### config.mk
export PLATFORM = sky130hd
export DESIGN_NAME = csp_top
export DESIGN_NICKNAME = d
export VERILOG_FILES = /design/src/csp_pkg.sv /design/src/csp_fifo.sv /design/src/csp_top.sv
export VERILOG_INCLUDE_DIRS = /design/src /design/src/src
export SDC_FILE = /design/constraint.sdc
export NUM_CORES = 1
export LEC_CHECK = 0
export BUFFER_PORTS_ARGS = -buffer_cell sky130_fd_sc_hd__clkbuf_2
export CAP_MARGIN = 20
export CORE_MARGIN = 2
export CORE_UTILIZATION = 30
export CTS_CLUSTER_DIAMETER = 40
export CTS_CLUSTER_SIZE = 14
export DETAILED_ROUTE_END_ITERATION = 7
export HOLD_SLACK_MARGIN = 0.03
export PLACE_DENSITY = 0.43
export SYNTH_ARGS = -nofsm -noshare
export SYNTH_HDL_FRONTEND = slang
export SYNTH_SLANG_ARGS = --single-unit
### constraint.sdc
create_clock -name CLK_SYS -period 5.3 [get_ports CLK_SYS]
set_input_delay 0.53 -clock CLK_SYS [delete_from_list [all_inputs] [get_ports CLK_SYS]]
set_output_delay 0.53 -clock CLK_SYS [all_outputs]
set_load 0.02 [all_outputs]
### src/csp_consts.svh
// Function
// The 8-bit configuration data output changes only on a falling edge of the configuration clock.
// The target samples the configuration data byte on each rising edge of the configuration clock.
// This block generates the configuration clock and drives it out to the target.
// The done-sense input is the target's done flag and is checked for errors after the last byte is sent.
// While its configuration request is asserted, the target drives done-sense and the status line low.
// An open-drain output can pull the target's configuration request low to start a new configuration.
// The status line is held low while the power-on sequence is incomplete.
// At first power-up the status line is released after a selectable 2 ms or 100 ms hold.
// Anyone holding the status line low stretches the power-on period and the block does not proceed.
// After releasing its own drive, the block waits for the wired status line to read high before sending.
// The status line is a wired-AND net whose sensed level, not the own drive, steers the block.
// A pend instruction asserts the request output and holds it until the initiate instruction releases it.
// While the status line is low the controller stays in reset and releases its flash interface.
// The configuration clock comes from an internal oscillator or an external clock through a divider of 1..16, 1.5, 2.5.
// Before and after a configuration the clock and data outputs are held static.
`ifndef CSP_CONSTS_SVH
`define CSP_CONSTS_SVH

`define CSP_CLK_MHZ 250
`define CSP_DATA_W 8
`define CSP_FIFO_DEPTH 8

// power-on hold times, in microseconds, and their cycle counts
`define CSP_POR_SHORT_US 2000
`define CSP_POR_LONG_US 100000
`define CSP_POR_SHORT_CYC (`CSP_POR_SHORT_US * `CSP_CLK_MHZ)
`define CSP_POR_LONG_CYC (`CSP_POR_LONG_US * `CSP_CLK_MHZ)

// internal oscillator, one tick per half period of its clock
`define CSP_OSC_MHZ 10
`define CSP_OSC_HALF_CYC (`CSP_CLK_MHZ / (2 * `CSP_OSC_MHZ))

// divider select codes beyond the plain integer range 1..16
`define CSP_DIV_CODE_1P5 5'h11
`define CSP_DIV_CODE_2P5 5'h12

// extra configuration clocks given to the target before done is checked
`define CSP_DONE_EXTRA_CLKS 16

// low time of a self-timed reconfiguration request, in ns
`define CSP_INIT_LOW_NS 1000
`define CSP_INIT_LOW_CYC ((`CSP_INIT_LOW_NS * `CSP_CLK_MHZ + 999) / 1000)

`endif

### src/csp_pkg.sv
package csp_pkg;
    typedef enum logic [2:0] {
        ST_POR,
        ST_WAIT_HIGH,
        ST_STREAM,
        ST_CHECK,
        ST_DONE,
        ST_ERROR
    } csp_state_e;
    typedef logic [5:0] csp_half_t;
endpackage

### src/csp_fifo.sv
`timescale 1ns/1ns
module csp_fifo #(
    parameter int WIDTH = 9,
    parameter int DEPTH = 8
) (
    // clock and reset
    input wire logic clk,
    input wire logic srst,
    // filling side
    input wire logic [WIDTH-1:0] in_data,
    input wire logic in_valid,
    output logic in_ready,
    // draining side
    output logic [WIDTH-1:0] out_data,
    output logic out_valid,
    input wire logic out_ready
);
    localparam int AW = (DEPTH > 1) ? $clog2(DEPTH) : 1;
    localparam int CW = $clog2(DEPTH + 1);

    logic [WIDTH-1:0] mem [DEPTH];
    logic [AW-1:0] wr_ptr_reg, wr_ptr_next, rd_ptr_reg, rd_ptr_next;
    logic [CW-1:0] count_reg, count_next;
    logic ready_reg, ready_next;
    logic push, pop;

    // ready is registered so the filling side sees a clean flop
    always_comb begin
        push = in_valid && ready_reg;
        pop = out_ready && (count_reg != '0);
        wr_ptr_next = wr_ptr_reg;
        rd_ptr_next = rd_ptr_reg;
        if (push) begin
            wr_ptr_next = (wr_ptr_reg == AW'(DEPTH - 1)) ? '0 : wr_ptr_reg + AW'(1);
        end
        if (pop) begin
            rd_ptr_next = (rd_ptr_reg == AW'(DEPTH - 1)) ? '0 : rd_ptr_reg + AW'(1);
        end
        count_next = count_reg + CW'(push) - CW'(pop);
        ready_next = (count_next < CW'(DEPTH));
    end

    always_ff @(posedge clk) begin
        if (srst) begin
            wr_ptr_reg <= '0;
            rd_ptr_reg <= '0;
            count_reg <= '0;
            ready_reg <= 1'b0;
        end else begin
            wr_ptr_reg <= wr_ptr_next;
            rd_ptr_reg <= rd_ptr_next;
            count_reg <= count_next;
            ready_reg <= ready_next;
        end
    end

    // storage needs no reset; valid is guarded by the count
    always_ff @(posedge clk) begin
        if (push) begin
            mem[wr_ptr_reg] <= in_data;
        end
    end

    assign in_ready = ready_reg;
    assign out_valid = (count_reg != '0);
    assign out_data = mem[rd_ptr_reg];
endmodule

### src/csp_top.sv
`timescale 1ns/1ns
`include "csp_consts.svh"
module csp_top import csp_pkg::*; #(
    parameter int POR_SHORT_CYC = `CSP_POR_SHORT_CYC,
    parameter int POR_LONG_CYC = `CSP_POR_LONG_CYC,
    parameter int OSC_HALF_CYC = `CSP_OSC_HALF_CYC,
    parameter int DONE_EXTRA_CLKS = `CSP_DONE_EXTRA_CLKS,
    parameter int INIT_LOW_CYC = `CSP_INIT_LOW_CYC,
    parameter int FIFO_DEPTH = `CSP_FIFO_DEPTH
) (
    // system
    input wire logic CLK_SYS,
    input wire logic SRST,
    // configuration byte stream from the flash side
    input wire logic [`CSP_DATA_W-1:0] IN_DATA,
    input wire logic IN_LAST,
    input wire logic IN_VALID,
    output logic IN_READY,
    // settings
    input wire logic POR_LONG,
    input wire logic CLK_SRC_EXT,
    input wire logic [4:0] DIV_SEL,
    // instruction strobes from the test port
    input wire logic PEND_CFG_STB,
    input wire logic INIT_CFG_STB,
    // external clock pin
    input wire logic EXTERNAL_CLOCK_INPUT,
    // target pins
    output logic CONFIG_CLOCK_OUT,
    output logic [`CSP_DATA_W-1:0] CFG_DATA,
    input wire logic DONE_SENSE_INPUT,
    input wire logic TARGET_STATUS_LINE_I,
    output logic TARGET_STATUS_LINE_O,
    output logic TARGET_STATUS_LINE_OE,
    output logic RECONFIG_REQUEST_OUT_O,
    output logic RECONFIG_REQUEST_OUT_OE,
    // status
    output logic FLASH_RELEASE,
    output logic CFG_BUSY,
    output logic CFG_OK,
    output logic CFG_ERROR
);
    // half periods of the source clock per configuration clock period
    function automatic csp_half_t half_edges(input logic [4:0] sel);
        csp_half_t r;
        r = 6'h02;
        if (sel == `CSP_DIV_CODE_1P5) begin
            r = 6'h03;
        end else if (sel == `CSP_DIV_CODE_2P5) begin
            r = 6'h05;
        end else if (sel >= 5'h01 && sel <= 5'h10) begin
            r = {sel, 1'b0};
        end
        return r;
    endfunction

    logic [2:0] sync1_reg, sync2_reg;
    logic status_hi, done_hi, ext_lvl;
    logic ext_prev_reg, ext_prev_next;
    logic [15:0] osc_cnt_reg, osc_cnt_next;
    logic src_tick;
    csp_half_t p2, lo_len, nxt_cnt;
    csp_state_e state_reg, state_next;
    logic [31:0] por_cnt_reg, por_cnt_next, por_last;
    csp_half_t half_cnt_reg, half_cnt_next;
    logic config_clock_out_reg, config_clock_out_next;
    logic [`CSP_DATA_W-1:0] data_reg, data_next;
    logic last_reg, last_next;
    logic [15:0] extra_cnt_reg, extra_cnt_next;
    logic status_oe_reg, status_oe_next;
    logic flash_rel_reg, flash_rel_next;
    logic busy_reg, busy_next, ok_reg, ok_next, err_reg, err_next;
    logic wrap, adv, pop;
    logic pend_reg, pend_next, req_oe_reg, req_oe_next;
    logic [15:0] init_cnt_reg, init_cnt_next;
    logic low_reg;
    logic [`CSP_DATA_W:0] fifo_data;
    logic fifo_valid;

    // pins from outside pass two flops; first stage feeds only the second
    always_ff @(posedge CLK_SYS) begin
        if (SRST) begin
            sync1_reg <= 3'h1;
            sync2_reg <= 3'h1;
        end else begin
            sync1_reg <= {EXTERNAL_CLOCK_INPUT, DONE_SENSE_INPUT, TARGET_STATUS_LINE_I};
            sync2_reg <= sync1_reg;
        end
    end
    assign status_hi = sync2_reg[0];
    assign done_hi = sync2_reg[1];
    assign ext_lvl = sync2_reg[2];

    // clock source: every edge of the external pin or each oscillator half period
    // is one step; the sync costs two cycles, so the pin must be slower than CLK_SYS/4
    always_comb begin
        ext_prev_next = ext_lvl;
        osc_cnt_next = (osc_cnt_reg == 16'(OSC_HALF_CYC - 1)) ? 16'h0000 : osc_cnt_reg + 16'h0001;
        src_tick = CLK_SRC_EXT ? (ext_lvl ^ ext_prev_reg) : (osc_cnt_reg == 16'(OSC_HALF_CYC - 1));
    end

    always_ff @(posedge CLK_SYS) begin
        if (SRST) begin
            ext_prev_reg <= 1'b0;
            osc_cnt_reg <= 16'h0000;
        end else begin
            ext_prev_reg <= ext_prev_next;
            osc_cnt_reg <= osc_cnt_next;
        end
    end

    // divider: low for the first lo_len steps, high for the rest, so odd
    // step counts give the 1.5 and 2.5 ratios at uneven duty
    assign p2 = half_edges(DIV_SEL);
    assign lo_len = p2 - (p2 >> 1);

    // main sequencer
    always_comb begin
        state_next = state_reg;
        por_cnt_next = por_cnt_reg;
        half_cnt_next = half_cnt_reg;
        config_clock_out_next = config_clock_out_reg;
        data_next = data_reg;
        last_next = last_reg;
        extra_cnt_next = extra_cnt_reg;
        status_oe_next = status_oe_reg;
        busy_next = busy_reg;
        ok_next = ok_reg;
        err_next = err_reg;
        flash_rel_next = !status_hi;
        pop = 1'b0;
        adv = 1'b0;
        wrap = (half_cnt_reg == p2 - 6'h01);
        nxt_cnt = wrap ? 6'h00 : half_cnt_reg + 6'h01;
        por_last = POR_LONG ? 32'(POR_LONG_CYC - 1) : 32'(POR_SHORT_CYC - 1);
        case (state_reg)
            ST_POR: begin
                status_oe_next = 1'b1;
                por_cnt_next = por_cnt_reg + 32'h00000001;
                if (por_cnt_reg >= por_last) begin
                    status_oe_next = 1'b0;
                    state_next = ST_WAIT_HIGH;
                end
            end
            ST_WAIT_HIGH: begin
                config_clock_out_next = 1'b0;
                half_cnt_next = 6'h00;
                if (status_hi && fifo_valid) begin
                    pop = 1'b1;
                    data_next = fifo_data[`CSP_DATA_W-1:0];
                    last_next = fifo_data[`CSP_DATA_W];
                    busy_next = 1'b1;
                    ok_next = 1'b0;
                    err_next = 1'b0;
                    state_next = ST_STREAM;
                end
            end
            ST_STREAM, ST_CHECK: begin
                if (!status_hi) begin
                    config_clock_out_next = 1'b0;
                    busy_next = 1'b0;
                    state_next = ST_WAIT_HIGH;
                end else if (src_tick) begin
                    if (!wrap) begin
                        adv = 1'b1;
                    end else if (state_reg == ST_CHECK) begin
                        extra_cnt_next = extra_cnt_reg + 16'h0001;
                        if (extra_cnt_reg == 16'(DONE_EXTRA_CLKS - 1)) begin
                            busy_next = 1'b0;
                            ok_next = done_hi;
                            err_next = !done_hi;
                            state_next = done_hi ? ST_DONE : ST_ERROR;
                        end else begin
                            adv = 1'b1;
                        end
                    end else if (last_reg) begin
                        adv = 1'b1;
                        extra_cnt_next = 16'h0000;
                        state_next = ST_CHECK;
                    end else if (fifo_valid) begin
                        // next byte rides the falling edge; the target takes it on the rise
                        adv = 1'b1;
                        pop = 1'b1;
                        data_next = fifo_data[`CSP_DATA_W-1:0];
                        last_next = fifo_data[`CSP_DATA_W];
                    end
                    // an empty buffer stretches the high phase rather than send junk
                end
            end
            ST_DONE, ST_ERROR: begin
                config_clock_out_next = 1'b0;
                if (!status_hi) begin
                    state_next = ST_WAIT_HIGH;
                end
            end
            default: begin
                state_next = ST_POR;
            end
        endcase
        if (adv) begin
            half_cnt_next = nxt_cnt;
            config_clock_out_next = (nxt_cnt >= lo_len);
        end
    end

    always_ff @(posedge CLK_SYS) begin
        if (SRST) begin
            state_reg <= ST_POR;
            por_cnt_reg <= 32'h00000000;
            half_cnt_reg <= 6'h00;
            config_clock_out_reg <= 1'b0;
            data_reg <= 8'h00;
            last_reg <= 1'b0;
            extra_cnt_reg <= 16'h0000;
            status_oe_reg <= 1'b1;
            flash_rel_reg <= 1'b0;
            busy_reg <= 1'b0;
            ok_reg <= 1'b0;
            err_reg <= 1'b0;
        end else begin
            state_reg <= state_next;
            por_cnt_reg <= por_cnt_next;
            half_cnt_reg <= half_cnt_next;
            config_clock_out_reg <= config_clock_out_next;
            data_reg <= data_next;
            last_reg <= last_next;
            extra_cnt_reg <= extra_cnt_next;
            status_oe_reg <= status_oe_next;
            flash_rel_reg <= flash_rel_next;
            busy_reg <= busy_next;
            ok_reg <= ok_next;
            err_reg <= err_next;
        end
    end

    // reconfiguration request: pend holds it, initiate releases it or,
    // with nothing pending, gives a self-timed low pulse
    always_comb begin
        pend_next = pend_reg;
        req_oe_next = req_oe_reg;
        init_cnt_next = init_cnt_reg;
        if (PEND_CFG_STB) begin
            pend_next = 1'b1;
            req_oe_next = 1'b1;
        end else if (INIT_CFG_STB) begin
            if (pend_reg) begin
                pend_next = 1'b0;
                req_oe_next = 1'b0;
            end else begin
                req_oe_next = 1'b1;
                init_cnt_next = 16'(INIT_LOW_CYC - 1);
            end
        end else if (req_oe_reg && !pend_reg) begin
            if (init_cnt_reg == 16'h0000) begin
                req_oe_next = 1'b0;
            end else begin
                init_cnt_next = init_cnt_reg - 16'h0001;
            end
        end
    end

    always_ff @(posedge CLK_SYS) begin
        if (SRST) begin
            pend_reg <= 1'b0;
            req_oe_reg <= 1'b0;
            init_cnt_reg <= 16'h0000;
            low_reg <= 1'b0;
        end else begin
            pend_reg <= pend_next;
            req_oe_reg <= req_oe_next;
            init_cnt_reg <= init_cnt_next;
            low_reg <= 1'b0;
        end
    end

    // byte buffer between the flash side and the target link
    csp_fifo #(
        .WIDTH(`CSP_DATA_W + 1),
        .DEPTH(FIFO_DEPTH)
    ) u_fifo (
        .clk(CLK_SYS),
        .srst(SRST),
        .in_data({IN_LAST, IN_DATA}),
        .in_valid(IN_VALID),
        .in_ready(IN_READY),
        .out_data(fifo_data),
        .out_valid(fifo_valid),
        .out_ready(pop)
    );

    // outputs straight from flops; open-drain pins only ever drive low
    assign CONFIG_CLOCK_OUT = config_clock_out_reg;
    assign CFG_DATA = data_reg;
    assign TARGET_STATUS_LINE_O = low_reg;
    assign TARGET_STATUS_LINE_OE = status_oe_reg;
    assign RECONFIG_REQUEST_OUT_O = low_reg;
    assign RECONFIG_REQUEST_OUT_OE = req_oe_reg;
    assign FLASH_RELEASE = flash_rel_reg;
    assign CFG_BUSY = busy_reg;
    assign CFG_OK = ok_reg;
    assign CFG_ERROR = err_reg;
endmodule
* Yosys cells after proc, flatten, opt, wreduce, memory -nomap -nowiden
Memory sizes are Yosys's and may differ from the RTL's. A register that Yosys moved wholly into a read port is not among the register bits.
Index checks and enable logic that the tools add are counted.
** Storage, ports and cells
- RAM bits :: 72
- Flip-flop bits (word level) :: 124
- Input port bits :: 24
- Memories kept :: 1
- Output and inout port bits :: 18
** Memories
- u_fifo.mem :: words 8, bits a word 9, read ports 1, clocked after Yosys merged registers in 1, wr ports 1, RTL line csp_fifo.sv:21 : logic [WIDTH-1:0] mem [DEPTH];
** Operators by class
- Equal/unequal tests :: 32
- Multiplexer cells :: 93
- Reduce and logical (&&, ||, !) cells :: 32
- Magnitude comparators :: 5
- Add/sub/neg operators :: 11
- Bitwise operators :: 2
** Operators by type and width (count)
- $mux W16 :: 6
- $mux W8 :: 7
- $mux W1 :: 52
- $mux W3 :: 13
- $mux W6 :: 6
- $add A16 B1 Y16 const B :: 2
- $add A32 B1 Y32 const B :: 1
- $eq A16 B4 Y1 const B :: 2
- $ge A32 B25 Y1 :: 1
- $ne A2 B2 Y1 const B :: 13
- $mux W25 :: 1
- $logic_not A16 Y1 :: 1
- $pmux W8 S2 :: 1
- $sub A16 B1 Y16 const B :: 1
- $ne A3 B3 Y1 const B :: 5
- $reduce_and A7 Y1 :: 2
- $eq A3 B3 Y1 const B :: 4
- $pmux W1 S2 :: 6
- $pmux W3 S4 :: 1
- $reduce_and A6 Y1 :: 2
- $eq A5 B5 Y1 const B :: 2
- $reduce_bool A2 Y1 :: 5
- $reduce_bool A3 Y1 :: 3
- $ne A4 B4 Y1 const B :: 2
- 25 further kinds :: 36

* Logic depth before layout (Yosys ltp)
- Word-level depth :: 14
- Mapped depth :: 19
- Depth with buffers taken out :: 18

* Modules after synthesis
From an unflattened synthesis, not the netlist that was laid out.
** Second synthesis, totals
- Cell total of the unflattened synthesis :: 899
- Area total of the unflattened synthesis :: 9472.8 um^2
** By module, submodules not included
- csp_top :: seq. area each 2262.2 um^2, area each 5992.0 um^2, cells each 716, times used 1
- csp_fifo :: seq. area each 2442.3 um^2, area each 3480.8 um^2, cells each 183, times used 1

* Worst setup path after synthesis
OpenSTA, ideal clock, no wires.
- Path type :: input -> register
- From :: input port DIV_SEL[3]
- To :: register config_clock_out_reg, in the netlist CONFIG_CLOCK_OUT
- Setup slack :: 1409 ps
- Path buffers :: 1
- Required time :: 5172 ps
- Cell stages on the path :: 17
- Data arrival time :: 3764 ps
- Path through :: or2_2 -> a211oi_1 -> ha_1 -> xor2_1 -> xnor2_1 -> or4_1 -> nor3_1 -> buf_2 -> or2_2 -> ha_1 -> nand2b_1 -> a21oi_1 -> o21ai_0 -> a21o_1 -> a21oi_1 -> mux2_2 -> nor2_1
** Between the ends
- Cells in the longest elaborated chain, start to end :: 13
** Ends and longest elaborated chain
- start: declaration :: RTL line csp_top.sv:22 : input wire logic [4:0] DIV_SEL,
- $ge A5 B1 Y1 / $le A5 B5 Y1 (equally long branches) :: RTL line csp_top.sv:51 : end else if (sel >= 5'h01 && sel <= 5'h10) begin
- $logic_and A1 B1 Y1 :: RTL line csp_top.sv:51
- $mux W6 :: RTL line csp_top.sv:51
- $mux W6 :: RTL line csp_top.sv:49 : end else if (sel == `CSP_DIV_CODE_2P5) begin
- $mux W6 * :: RTL line csp_top.sv:47 : if (sel == `CSP_DIV_CODE_1P5) begin
- $sub A6 B1 Y6 :: RTL line csp_top.sv:133 : wrap = (half_cnt_reg == p2 - 6'h01);
- $eq A6 B6 Y1 :: RTL line csp_top.sv:133
- $mux W1 :: RTL line csp_top.sv:164 : if (!wrap) begin
- $mux W1 :: RTL line csp_top.sv:163 : end else if (src_tick) begin
- $mux W1 :: RTL line csp_top.sv:159 : if (!status_hi) begin
- $mux W1 :: RTL line csp_top.sv:136 : case (state_reg)
- $ne A3 B3 Y1 (no line) / $reduce_bool A3 Y1 (equally long branches)
- $reduce_and A2 Y1 (no line)
- end signal: assignment :: RTL line csp_top.sv:224 : config_clock_out_reg <= config_clock_out_next;
- end: declaration :: RTL line csp_top.sv:66 : logic config_clock_out_reg, config_clock_out_next;
Every way passes the cells marked *; elsewhere a longest branch is shown, timed or not.
A chain may end at the register's enable or synchronous reset.

* Worst setup path after layout
- From :: input port DIV_SEL[3]
- To :: register u_fifo.ready_reg, in the netlist u_fifo.in_ready
** Between the ends
- Cells in the longest elaborated chain, start to end :: 14
** Ends and longest elaborated chain
- $ge A5 B1 Y1 / $le A5 B5 Y1 (equally long branches) :: RTL line csp_top.sv:51
- $logic_and A1 B1 Y1 :: RTL line csp_top.sv:51
- $mux W6 :: RTL line csp_top.sv:51
- $mux W6 :: RTL line csp_top.sv:49
- $mux W6 * :: RTL line csp_top.sv:47
- $sub A6 B1 Y6 * :: RTL line csp_top.sv:133
- $eq A6 B6 Y1 * :: RTL line csp_top.sv:133
- $mux W1 * :: RTL line csp_top.sv:164
- $mux W1 * :: RTL line csp_top.sv:163
- $mux W1 * :: RTL line csp_top.sv:159
- $pmux W1 S2 * :: RTL line csp_top.sv:136
- $logic_and A1 B1 Y1 * :: RTL line csp_fifo.sv:30 : pop = out_ready && (count_reg != '0);
- $sub A4 B1 Y4 * :: RTL line csp_fifo.sv:39 : count_next = count_reg + CW'(push) - CW'(pop);
- $lt A4 B4 Y1 * :: RTL line csp_fifo.sv:40 : ready_next = (count_next < CW'(DEPTH));
- end signal: assignment :: RTL line csp_fifo.sv:53 : ready_reg <= ready_next;
- end: declaration :: RTL line csp_fifo.sv:24 : logic ready_reg, ready_next;
Marks and branches as above.

==> reports/metrics.cfg <==
[clock_network]
cts_root_buf=clkbuf_16
clk_pin_slew_ns=0.08
cts_tree=yes
postCtsHoldBufs=0
clock_latency_ns=0.44
cts_setup_buffers=0
clock_path_buffers=2
htreeDepth=4
cts.sinks=199
cts_resized=0
cts_made_buffers=17

[yosys]
synthCells=899
yosysWarnings=0
muxShareOfSynthArea_pct=5.50
synth_top_family_by_area=simple AND/OR/NAND/NOR gates
yosys.area_share.simple_pct=19.2
yosysUniqueCellTypes=72
syn_avg_cell_area_um2=10.5
synth_fa_ha_area_share_pct=6.13
synth-seq-cells=199
synth-async-reset-ratio_pct=0
yosysSeqAreaShare_pct=49.9
synth_compound_area_share_pct=9.26
syn_area_um2=9440
synth_xor_area_share_pct=7.15
synth_flop_cell=dfxtp_1
synth_edf_count=72

[detailed_routing]
wire_per_inst_um=15.7
drtIter0Drc=338
drt_pass1_iterations=5
routed_via_density=4.85
via_count=6522
drt_wl_total_um=21100
drc=0
drtAntennaViolNets=0

[grt]
grt_pass1_vias=6367
grt_max_degree=82
grt_pass1_wl_um=34600
gr-total-overflow=0
track_usage_pct=13.3
antenna_found_initial=0

[cells_and_area]
area_growth_pct=13.0
seq_area_um2=4700
final_nets=1005
layout_common_cells=dfxtp_1, nor2_1, edfxtp_1, nand2_1, a21oi_1
antenna_cells=0
multi_input_area_um2=4480
layout_commonest_cell=dfxtp_1
drive_gt1_share_pct=12.8
fin_cells=1345
largest_register_ffs=72
fillers=3164
layout.core_utilization_pct=34.7
fin_area_um2=10700

[timing]
slew_violations=0
fin_setup_tns_ns=0
hold_viol_final=0
relSlewSlack_pct=31.6
hold_ws_ns=0.267
fin_crit_ns=4.10
rsz0062_at_grt=no
finalSetupViolations=0
worst_pin_slew_ns=1.02
period_share_pct=77.4
max_freq_mhz=244
fin_ws_ns=1.20
fin_skew_ns=0.0237

[worst_hold_path]
hold_end=sync1_reg[0]
hold_path_class=primary input to flop
worst_hold_startpoint=TARGET_STATUS_LINE_I
hold_depth=2

[placement]
dp_hpwl_um=14300
place_inst=1313
placed_area_um2=10100
place_ws_ns=0.760
io_buffers=39
gp_congestion=0.737

[job]
maxCapViolations=0

[critical_path]
r2r_setup_slack_ns=1.53
crit_fanout=8
worstRegToRegCells=13
end_kind=flop
crit_arrival_ns=4.43
reg2reg_from=state_reg[2]
r2r_end=u_fifo.in_ready
crit_type=primary input to flop
startpoint_type=primary input
worstPathRequired_ns=5.63

[floorplan]
dieArea_um2=32900
die_x_um=181
ios=42
die_h_um=181
rows=64
core_um2=30700
start_util_pct=30.7

[pwr]
finalPower_mw=3.61
p_leak_nw=3.87
powerDensity_nw_per_um2=339
ir_drop_uv=270

[outcome]
status=completed

-- critical path, cell delays in order --
cell	delay, ns
clkbuf_2	0.11
or2_2	0.31
a211oi_1	0.50
ha_1	0.29
xor2_1	0.18
xnor2_1	0.13
nor4_4	0.48
nand4_1	0.35
nand2_1	0.41
ha_1	0.21
inv_1	0.06
ha_1	0.27
a21o_1	0.16
a21oi_1	0.17
xnor2_1	0.09
and2_1	0.16
-- worst max-delay path by stage --
stage          startpoint                  end  slack [ns]  cells past startpoint
2_1_floorplan  DIV_SEL[3]     CONFIG_CLOCK_OUT        1.41                     17
3_3_place_gp   DIV_SEL[3]  u_fifo.count_reg[3]        0.86                     17
3_5_place_dp   DIV_SEL[3]  u_fifo.count_reg[3]        0.76                     16
4_1_cts        DIV_SEL[3]      u_fifo.in_ready        1.22                     16
5_1_grt        DIV_SEL[3]  u_fifo.count_reg[3]        0.85                     16
6_report       DIV_SEL[3]      u_fifo.in_ready        1.20                     16
-- routing by layer --
layer  vias up  track usage, %  wire, um
met2        75            22.1      9980
met1      3110            17.7     10400
met4         0            3.15       188
li1       3329               -         -
met3         8            2.78       541
met5         -               0         0
-- cells by family (layout without fill, tap and decap cells) --
logic type	after synthesis	count (layout)
and+or+nand+nor	347	347
DFF	199	199
AOI/OAI and AO/OA	134	134
xor gates and xnor gates	77	77
buffers and inverters	67	116
adders and majority gates	45	45
muxes	29	29
other	1	2
-- Yosys cell counts, types with 18 or more instances --
library cell | instances | share of area, %
nand4_1 | 18 | 1.2
nand3_1 | 34 | 1.8
xor2_1 | 46 | 4.3
dfxtp_1 | 127 | 27
o21ai_0 | 27 | 1.4
nor2_1 | 95 | 3.8
clkbuf_1 | 19 | 0.76
nand2_1 | 61 | 2.4
edfxtp_1 | 72 | 23
a21oi_1 | 47 | 2.5
inv_1 | 33 | 1.3
nor3_1 | 26 | 1.4
mux4_2 | 18 | 4.3
ha_1 | 43 | 5.7
xnor2_1 | 31 | 2.9
-- cell type report --
type	count	share of cell area (%)
Inverter	35	1.23
Multi-Input combinational cell	634	42.0
Tap cell	396	4.65
Sequential cell	199	44.1
Clock inverter	12	1.34
Clock buffer	20	4.09
Timing Repair Buffer	49	2.56
-- power by group --
part           total, mW  internal [mW]  switching [mW]
clock network       1.30          0.672           0.626
registers           1.73           1.66          0.0664
logic              0.585          0.242           0.343
total               3.61           2.58            1.03
Power figures use the tool's default switching activity.
